[src/verilog/mac_pkg.sv]
`default_nettype none
package mac_pkg;

	localparam int ADDR_W = 12;
	localparam int DATA_W = 8;

	// Byte addresses of the unit's registers.
	localparam logic [ADDR_W-1:0] OFS_COMMAND = 12'hFA4;
	localparam logic [ADDR_W-1:0] OFS_STATUS  = 12'hFA5;
	localparam logic [ADDR_W-1:0] OFS_MPL_LO  = 12'hFA6;
	localparam logic [ADDR_W-1:0] OFS_MPL_HI  = 12'hFA7;
	localparam logic [ADDR_W-1:0] OFS_MPC_LO  = 12'hFA8;
	localparam logic [ADDR_W-1:0] OFS_MPC_HI  = 12'hFA9;
	localparam logic [ADDR_W-1:0] OFS_RES_B0  = 12'hFAA;
	localparam logic [ADDR_W-1:0] OFS_RES_B3  = 12'hFAD;

	// Command register fields.
	localparam int CMD_CLEAR_BIT  = 7;
	localparam int CMD_MODE_LSB   = 1;
	localparam int CMD_ENABLE_BIT = 0;
	localparam logic [7:0] CMD_ONES_MASK = 8'h70;
	localparam logic [7:0] CMD_RESET     = 8'h70;

	// Status register fields.
	localparam int STS_CARRY_BIT = 4;
	localparam int STS_ZERO_BIT  = 3;
	localparam int STS_SIGN_BIT  = 2;
	localparam int STS_OVFN_BIT  = 1;
	localparam int STS_BUSY_BIT  = 0;
	localparam logic [7:0] STS_ONES_MASK = 8'hE0;
	localparam logic [7:0] STS_RESET     = 8'hE0;

	localparam logic [15:0] OPERAND_RESET = 16'h0000;
	localparam logic [31:0] WORD_RESET    = 32'h0000_0000;
	localparam logic [7:0]  UNMAPPED_READ = 8'h00;

	// Clock cycles the busy flag stays set for one calculation.
	localparam int BUSY_FLAG_CYCLES = 4;

	// Arithmetic mode codes; bit 1 selects signed, bit 0 selects accumulate.
	localparam logic [2:0] MODE_UMUL  = 3'h0;
	localparam logic [2:0] MODE_UMAC  = 3'h1;
	localparam logic [2:0] MODE_SMUL  = 3'h2;
	localparam logic [2:0] MODE_SMAC  = 3'h3;
	localparam int MODE_RSVD_BIT   = 2;
	localparam int MODE_SIGNED_BIT = 1;
	localparam int MODE_ACCUM_BIT  = 0;

	typedef enum logic [1:0] {
		ST_IDLE = 2'b01,
		ST_BUSY_FLAG = 2'b10
	} mac_state_e;

	typedef struct packed {
		logic [ADDR_W-1:0] addr;
		logic [DATA_W-1:0] wdata;
		logic              wr;
		logic              rd;
	} mac_bus_s;

endpackage
`default_nettype wire

[src/verilog/mac_unit.sv]
`timescale 1ns/10ps
`default_nettype none

// Summary of operation
// - Enable bit written 1 turns the unit on, written 0 turns it off.
// - Mode field: 000 umul, 001 umac, 010 smul, 011 smac; 1xx reserved.
// - Clear bit resets result, addend and status; operands and command kept.
// - Clear bit drops back to 0 by itself one cycle after being set.
// - Clear bit cannot be set while a calculation is busy.
// - Writing the mode field leaves status, operands, result and addend alone.
// - Command bits 6..4 and status bits 7..5 always read 1.
// - Carry flag shows carry out of the 32-bit accumulate sum.
// - Zero flag is set at the end of a calculation whose 32-bit result is zero.
// - Sign flag is set at the end of a signed calculation whose result is negative.
// - Overflow flag is active low: in accumulate modes 0 means overflow occurred.
// - Busy flag is 1 while a calculation is in progress.
// - Result flags change only at the end of a calculation or on clear and initialisation, not on reads.
// - Addend writes leave zero and sign flags unchanged.
// - Plain multiply modes give overflow and carry flags of 0.
// - Multiplicand low byte then high byte starts a calculation.
// - A lone high multiplicand byte is dropped; a lone low byte is kept.
// - Signed modes use bit 15 of operands and bit 31 of the result as signs.
// - Addend writes also overwrite the shared result byte.
// - Outside the normal run modes every unit register is initialised.
// - Accumulate modes add the addend to the product into the result.
// - Disabling initialises data registers; other command bits are kept.
// - Operand and addend writes are taken only while the unit is enabled.
module mac_unit
	import mac_pkg::*;
#(
	parameter int BUSY_FLAG_LEN = BUSY_FLAG_CYCLES
) (
	input  wire logic              ref_clk,     // System clock.
	input  wire logic              reset,       // Synchronous reset, active high.
	input  wire logic              clk_en,      // Freezes all state while low.
	input  wire logic              normal_mode, // High in either normal run mode.
	input  wire mac_bus_s          bus,         // Register access request.
	output logic      [DATA_W-1:0] rd_data_r    // Read data, cycle after strobe.
);

	localparam logic [7:0] BUSY_FLAG_LAST = 8'(BUSY_FLAG_LEN - 1);

	mac_state_e  state_r;
	logic [7:0]  count_r;
	logic        enable_r;
	logic [2:0]  mode_r;
	logic        clear_r;
	logic        carry_r;
	logic        zero_r;
	logic        sign_r;
	logic        ovf_n_r;
	logic [15:0] mplier_r;
	logic [15:0] mcand_r;
	logic        lo_armed_r;
	logic [15:0] op_a_r;
	logic [15:0] op_b_r;
	logic [2:0]  op_mode_r;
	logic [31:0] result_r;
	logic [31:0] addend_r;

	logic        busy;
	logic        wr_cmd;
	logic        clear_go;
	logic        data_init;
	logic        oper_init;
	logic        start;
	logic        done;
	logic        wr_data_ok;
	logic [1:0]  byte_sel;
	logic        in_shared;
	logic signed [16:0] a_ext;
	logic signed [16:0] b_ext;
	logic signed [33:0] prod_full;
	logic [31:0] prod;
	logic [32:0] sum;
	logic [31:0] busy_flag_res;
	logic        busy_flag_carry;
	logic        busy_flag_ovf;
	logic [7:0]  cmd_view;
	logic [7:0]  sts_view;
	logic [7:0]  rd_mux;

	// Busy flag follows the state machine.
	// busy while calculating
	assign busy = (state_r == ST_BUSY_FLAG);

	assign wr_cmd = bus.wr && (bus.addr == OFS_COMMAND);
	assign clear_go = wr_cmd && bus.wdata[CMD_CLEAR_BIT] && !busy;
	assign oper_init = !normal_mode || !enable_r;
	assign data_init = oper_init || clear_go;
	assign wr_data_ok = bus.wr && enable_r && normal_mode;
	assign start = wr_data_ok && (bus.addr == OFS_MPC_HI) && lo_armed_r && !busy;
	assign done = busy && (count_r == BUSY_FLAG_LAST);

	assign in_shared = (bus.addr >= OFS_RES_B0) && (bus.addr <= OFS_RES_B3);
	assign byte_sel  = 2'(bus.addr - OFS_RES_B0);

	// Arithmetic on the operands latched when the calculation started.
	always_comb begin
		a_ext = {op_mode_r[MODE_SIGNED_BIT] & op_a_r[15], op_a_r};
		b_ext = {op_mode_r[MODE_SIGNED_BIT] & op_b_r[15], op_b_r};
		prod_full = a_ext * b_ext;
		prod = prod_full[31:0];
		sum = {1'b0, prod} + {1'b0, addend_r};
		if (op_mode_r[MODE_ACCUM_BIT]) begin
			busy_flag_res = sum[31:0];
			busy_flag_carry = sum[32];
			if (op_mode_r[MODE_SIGNED_BIT]) begin
				busy_flag_ovf = (prod[31] == addend_r[31]) && (sum[31] != prod[31]);
			end else begin
				busy_flag_ovf = sum[32];
			end
		end else begin
			busy_flag_res = prod;
			busy_flag_carry = 1'b0;
			busy_flag_ovf = 1'b0;
		end
	end

	// Calculation sequencer.
	always_ff @(posedge ref_clk) begin
		if (reset) begin
			state_r <= ST_IDLE;
			count_r <= 8'h00;
		end else if (clk_en) begin
			if (oper_init) begin
				state_r <= ST_IDLE;
				count_r <= 8'h00;
			end else begin
				case (state_r)
					ST_IDLE: begin
						count_r <= 8'h00;
						if (start) begin
							state_r <= ST_BUSY_FLAG;
						end
					end
					ST_BUSY_FLAG: begin
						count_r <= count_r + 8'h01;
						if (done) begin
							state_r <= ST_IDLE;
						end
					end
					default: begin
						state_r <= ST_IDLE;
						count_r <= 8'h00;
					end
				endcase
			end
		end
	end

	// Command register.
	always_ff @(posedge ref_clk) begin
		if (reset) begin
			enable_r <= CMD_RESET[CMD_ENABLE_BIT];
			mode_r   <= CMD_RESET[CMD_MODE_LSB +: 3];
			clear_r  <= CMD_RESET[CMD_CLEAR_BIT];
		end else if (clk_en) begin
			if (!normal_mode) begin
				enable_r <= CMD_RESET[CMD_ENABLE_BIT];
				mode_r   <= CMD_RESET[CMD_MODE_LSB +: 3];
				clear_r  <= CMD_RESET[CMD_CLEAR_BIT];
			end else begin
				clear_r <= clear_go;
				if (wr_cmd) begin
					enable_r <= bus.wdata[CMD_ENABLE_BIT];
					mode_r <= bus.wdata[CMD_MODE_LSB +: 3];
				end
			end
		end
	end

	// Result flags.
	always_ff @(posedge ref_clk) begin
		if (reset) begin
			carry_r <= STS_RESET[STS_CARRY_BIT];
			zero_r  <= STS_RESET[STS_ZERO_BIT];
			sign_r  <= STS_RESET[STS_SIGN_BIT];
			ovf_n_r <= STS_RESET[STS_OVFN_BIT];
		end else if (clk_en) begin
			if (data_init) begin
				carry_r <= STS_RESET[STS_CARRY_BIT];
				zero_r  <= STS_RESET[STS_ZERO_BIT];
				sign_r  <= STS_RESET[STS_SIGN_BIT];
				ovf_n_r <= STS_RESET[STS_OVFN_BIT];
			end else if (done) begin
				carry_r <= busy_flag_carry;
				zero_r <= (busy_flag_res == WORD_RESET);
				sign_r <= op_mode_r[MODE_SIGNED_BIT] & busy_flag_res[31];
				ovf_n_r <= op_mode_r[MODE_ACCUM_BIT] & ~busy_flag_ovf;
			end
		end
	end

	// Multiplier register, byte writable.
	always_ff @(posedge ref_clk) begin
		if (reset) begin
			mplier_r <= OPERAND_RESET;
		end else if (clk_en) begin
			if (oper_init) begin
				mplier_r <= OPERAND_RESET;
			end else if (wr_data_ok && bus.addr == OFS_MPL_LO) begin
				mplier_r[7:0] <= bus.wdata;
			end else if (wr_data_ok && bus.addr == OFS_MPL_HI) begin
				mplier_r[15:8] <= bus.wdata;
			end
		end
	end

	// Multiplicand register; the high byte lands only after a low byte.
	always_ff @(posedge ref_clk) begin
		if (reset) begin
			mcand_r    <= OPERAND_RESET;
			lo_armed_r <= 1'b0;
		end else if (clk_en) begin
			if (oper_init) begin
				mcand_r    <= OPERAND_RESET;
				lo_armed_r <= 1'b0;
			end else if (wr_data_ok && bus.addr == OFS_MPC_LO) begin
				mcand_r[7:0] <= bus.wdata;
				lo_armed_r   <= 1'b1;
			end else if (wr_data_ok && bus.addr == OFS_MPC_HI) begin
				if (lo_armed_r) begin
					mcand_r[15:8] <= bus.wdata;
				end
				lo_armed_r <= 1'b0;
			end
		end
	end

	// Operands captured at start so later operand writes cannot disturb the run.
	always_ff @(posedge ref_clk) begin
		if (reset) begin
			op_a_r    <= OPERAND_RESET;
			op_b_r    <= OPERAND_RESET;
			op_mode_r <= MODE_UMUL;
		end else if (clk_en) begin
			if (start) begin
				op_a_r    <= mplier_r;
				op_b_r    <= {bus.wdata, mcand_r[7:0]};
				op_mode_r <= mode_r;
			end
		end
	end

	// Result and addend share addresses.
	always_ff @(posedge ref_clk) begin
		if (reset) begin
			result_r <= WORD_RESET;
			addend_r <= WORD_RESET;
		end else if (clk_en) begin
			if (data_init) begin
				result_r <= WORD_RESET;
				addend_r <= WORD_RESET;
			end else if (done) begin
				result_r <= busy_flag_res;
			end else if (wr_data_ok && in_shared) begin
				addend_r[byte_sel*8 +: 8] <= bus.wdata;
				result_r[byte_sel*8 +: 8] <= bus.wdata;
			end
		end
	end

	// Read views with fixed-one bits.
	always_comb begin
		cmd_view = CMD_ONES_MASK;
		cmd_view[CMD_CLEAR_BIT] = clear_r;
		cmd_view[CMD_MODE_LSB +: 3] = mode_r;
		cmd_view[CMD_ENABLE_BIT] = enable_r;
		sts_view = STS_ONES_MASK;
		sts_view[STS_CARRY_BIT] = carry_r;
		sts_view[STS_ZERO_BIT] = zero_r;
		sts_view[STS_SIGN_BIT] = sign_r;
		sts_view[STS_OVFN_BIT] = ovf_n_r;
		sts_view[STS_BUSY_BIT] = busy;
		if (bus.addr == OFS_COMMAND) begin
			rd_mux = cmd_view;
		end else if (bus.addr == OFS_STATUS) begin
			rd_mux = sts_view;
		end else if (bus.addr == OFS_MPL_LO) begin
			rd_mux = mplier_r[7:0];
		end else if (bus.addr == OFS_MPL_HI) begin
			rd_mux = mplier_r[15:8];
		end else if (bus.addr == OFS_MPC_LO) begin
			rd_mux = mcand_r[7:0];
		end else if (bus.addr == OFS_MPC_HI) begin
			rd_mux = mcand_r[15:8];
		end else if (in_shared) begin
			rd_mux = result_r[byte_sel*8 +: 8];
		end else begin
			rd_mux = UNMAPPED_READ;
		end
	end

	// Read data register; reads have no side effects.
	always_ff @(posedge ref_clk) begin
		if (reset) begin
			rd_data_r <= UNMAPPED_READ;
		end else if (clk_en) begin
			if (bus.rd) begin
				rd_data_r <= rd_mux;
			end else begin
				rd_data_r <= UNMAPPED_READ;
			end
		end
	end

endmodule
`default_nettype wire

[config.mk]
export PLATFORM = sky130hd
export DESIGN_NAME = mac_unit
export DESIGN_NICKNAME = d
export VERILOG_FILES = /design/src/verilog/mac_pkg.sv /design/src/verilog/mac_unit.sv
export SDC_FILE = /design/constraint.sdc
export NUM_CORES = 1
export LEC_CHECK = 0
export BUFFER_PORTS_ARGS = -buffer_cell sky130_fd_sc_hd__buf_2
export CORE_MARGIN = 5
export CORE_UTILIZATION = 39
export DETAILED_ROUTE_END_ITERATION = 6
export MAX_ROUTING_LAYER = met4
export PLACE_DENSITY_LB_ADDON = 0.05
export SLEW_MARGIN = 40
export SYNTH_ARGS = -nofsm -noshare
export SYNTH_HDL_FRONTEND = slang
export SYNTH_SLANG_ARGS = --single-unit
[constraint.sdc]
create_clock -name ref_clk -period 8.4 [get_ports ref_clk]
set_clock_uncertainty 0.2 [all_clocks]
set_input_delay 1.68 -clock ref_clk [delete_from_list [all_inputs] [get_ports ref_clk]]
set_output_delay 1.68 -clock ref_clk [all_outputs]
set_load 0.1 [all_outputs]
==> results_dict.tcl <==
set metrics [dict create \
    cpMostUsedCell "fa_1" \
    clockBufferDepth 2 \
    syn_nets 2794 \
    core_um2 50100 \
    met1_usage 0.331 \
    max_stage_delay_ps 560 \
    regToRegSetupSlack_ps 160 \
    endpoint "zero_r$_SDFFE_PP0P_" \
    clkSlewWorstSetupHoldPaths_ps 70 \
    async_flop_share 0 \
    switchingPower_mw 0.459 \
    gp_congestion 0.897 \
    fin_crit_sh 0.981 \
    setup.worst_path.class "reg2reg" \
    layout.cells.most_common_list "inv_1, nand2_1, fa_1, buf_4, nor2_1" \
    outcome "complete, no violations" \
    power_density_nw_per_um2 70.6 \
    drt-pass1-iter-count 5 \
    clkPwrFrac 0.493 \
    numCtsBuffers 17 \
    hold_depth 2 \
    dp_cells 3181 \
    setup_viol 0 \
    ys_types 78 \
    r2r-start "op_b_r[5]$_SDFFE_PP0P_" \
    synth_top_cell_by_area "fa_1" \
    startpoint "op_b_r[5]$_SDFFE_PP0P_" \
    r2r_cells 32 \
    io_pins 34 \
    start_util 0.393 \
    grt_usage 0.231 \
    p_seq_frac 0.456 \
    grt_max_degree 59 \
    antenna_found_initial 1 \
    clk_latency_ps 470 \
    p_leak_nw 11.0 \
    postRouteAntennaNets 0 \
    synth_ff_type "dfxtp_1" \
    clockRootBuffer "clkbuf_16" \
    synth_edf_count 0 \
    final_hold_viol_count 0 \
    synth.area.top_cells "fa_1, dfxtp_1, ha_1, inv_1, nand2_1" \
    htree_levels 4 \
    fin_crit_ps 8240 \
    cap_violations 0 \
    die_h_um 235 \
    mostFrequentLayoutCell "inv_1" \
    grtUsageMet2 0.360 \
    crit_path_end_kind "register" \
    synth.top_cell.area_share 0.288 \
    top_usage_layer "met2" \
    max_slew.worst_pin.slew_ps 887 \
    synth_warnings 0 \
    layout-drive-gt1-share 0.192 \
    routedWlPerCell_um 19.3 \
    synth.cell_area_um2 19700 \
    crit_arrival_ps 8450 \
    drt_wl_total_um 62300 \
    die_w_um 235 \
    final_cells 3228 \
    rsz0062_at_grt "yes" \
    tritoncts "yes" \
    slew_headroom 0.405 \
    cts_sinks 158 \
    gr-total-overflow 0 \
    grt_pass1_wl_um 100000 \
    dpl.hpwl_um 50100 \
    holdCritPathClass "reg2reg" \
    pwr-share-comb 0.051 \
    p_int_mw 1.20 \
    p_sw_frac 0.276 \
    fp-row-count 82 \
    reg2reg_to "zero_r$_SDFFE_PP0P_" \
    drv_slew 0 \
    drtIter0Drc 946 \
    crit_fanout 8 \
    grt_util_met3 0.0217 \
    drt-vias-per-instance 5.19 \
    synth.ff_latch_count 158 \
    via_count 16766 \
    grt_pass1_vias 17387 \
    start_kind "register" \
    required_ps 8610 \
    syn_area_per_cell_um2 8.33 \
    finalPower_mw 1.66 \
    synthCells 2363 \
    critPathSlowestCell "or4_1" \
    max_freq_ghz 0.121 \
    area_growth_pct 19.6 \
    yosysSeqAreaShare 0.161 \
    drc_errors 0 \
    ir_drop_uv 182 \
    fill_cells 5022 \
    hold_buffers 0 \
    port_buffers 33 \
    fin_nets 2974 \
    dieArea_um2 55000 \
]
worst min-delay path by stage:
| stage | end | startpoint | slack (ps) |
|---|---|---|---|
| 2_1_floorplan | sign_r$_SDFFE_PP0P_ | sign_r$_SDFFE_PP0P_ | 220 |
| 3_3_place_gp | rd_data_r[0]$_SDFFE_PP0P_ | rd_data_r[0]$_SDFFE_PP0P_ | 240 |
| 3_5_place_dp | rd_data_r[0]$_SDFFE_PP0P_ | rd_data_r[0]$_SDFFE_PP0P_ | 230 |
| 4_1_cts | rd_data_r[0]$_SDFFE_PP0P_ | rd_data_r[0]$_SDFFE_PP0P_ | 250 |
| 5_1_grt | rd_data_r[0]$_SDFFE_PP0P_ | rd_data_r[0]$_SDFFE_PP0P_ | 280 |
| 6_report | rd_data_r[0]$_SDFFE_PP0P_ | rd_data_r[0]$_SDFFE_PP0P_ | 240 |
flip-flops by register name, summed over array words and instances, names as in the netlist:
name,count
ovf_n_r,1
addend_r,32
zero_r,1
count_r,8
mplier_r,16
enable_r,1
rd_data_r,8
lo_armed_r,1
sign_r,1
op_b_r,16
result_r,32
op_a_r,16
mcand_r,16
clear_r,1
mode_r,3
carry_r,1
op_mode_r,2
state_r,2
cell families after synthesis:
logic type / synth area share
xor gates and xnor gates: 0.0280
muxes: 0.0176
adders and majority gates: 0.366
buffers and inverters: 0.0924
AOI/OAI and AO/OA: 0.143
DFF: 0.161
and+or+nand+nor: 0.192
metal layers:
metal  part of all wire  wire length [um]
met1               0.49             30300
met2               0.46             29000
met3              0.030              1860
met4              0.019              1180
met5                  0                 0
through the flow:
stage	util	setup slack, ps	area [um2]	hold WS [ps]	TNS, ps
floorplan	-	49.3	19700	215	0
detailed placement	0.439	-473	22000	235	-2080
global placement	0.439	-384	22000	237	-1520
CTS	0.455	1.33	22800	249	0
global route	0.470	-141	23500	280	-296
finish	0.470	161	23500	242	0
worst max-delay path: cells and delay by family (launching register included):
family,cells,cell delay (ps)
buffers and inverters,7,470
XOR/XNOR,2,320
adder cells (fa/ha/maj),8,3590
AND/OR/NAND/NOR,8,1830
multiplexers,1,310
AO/OA/AOI/OAI,6,1090
flip-flops,1,380
Yosys cell counts, drive strengths merged (15+ instances only):
library cell	instances
and2	144
clkbuf	112
nor2	199
and3	20
xnor2	40
fa	283
dfxtp	158
a211oi	36
nor3	22
o21ai	48
a21o	25
nand2	302
ha	122
nand4	15
a22oi	61
o211ai	24
inv	366
xor2	23
nand3	26
a21oi	149
nor2b	15
what timing repair did:
item	in CTS	in global routing
setup endpoints to repair	10	14
setup buffers	6	10
pin swaps	22	87
resized for setup	42	157
endpoints found under the hold margin	0	0
gates cloned	0	0
power by group through the flow:
stage | Combinational, mW | Sequential, mW | Clock, mW
final | 0.0854 | 0.757 | 0.820
after global routing | 0.0911 | 0.758 | 0.863
after CTS | 0.0841 | 0.760 | 0.831
after detailed placement | 0.0838 | 0.778 | 0
after global placement | 0.0832 | 0.778 | 0
after floorplan | 0.0508 | 0.775 | 0
area by class of cell:
class | instances | area [um2] | share of cell area
multi-input cells | 1722 | 15400 | 0.655
flip-flops and latches | 158 | 3220 | 0.137
repair buffers | 278 | 2090 | 0.0888
inverters | 366 | 1370 | 0.0584
well taps | 672 | 841 | 0.0357
clock buffers | 18 | 439 | 0.0187
clock inverters | 13 | 151 | 0.00643
diodes | 1 | 2.50 | 0.000106
Note: power is estimated with default switching activity, not from simulation.
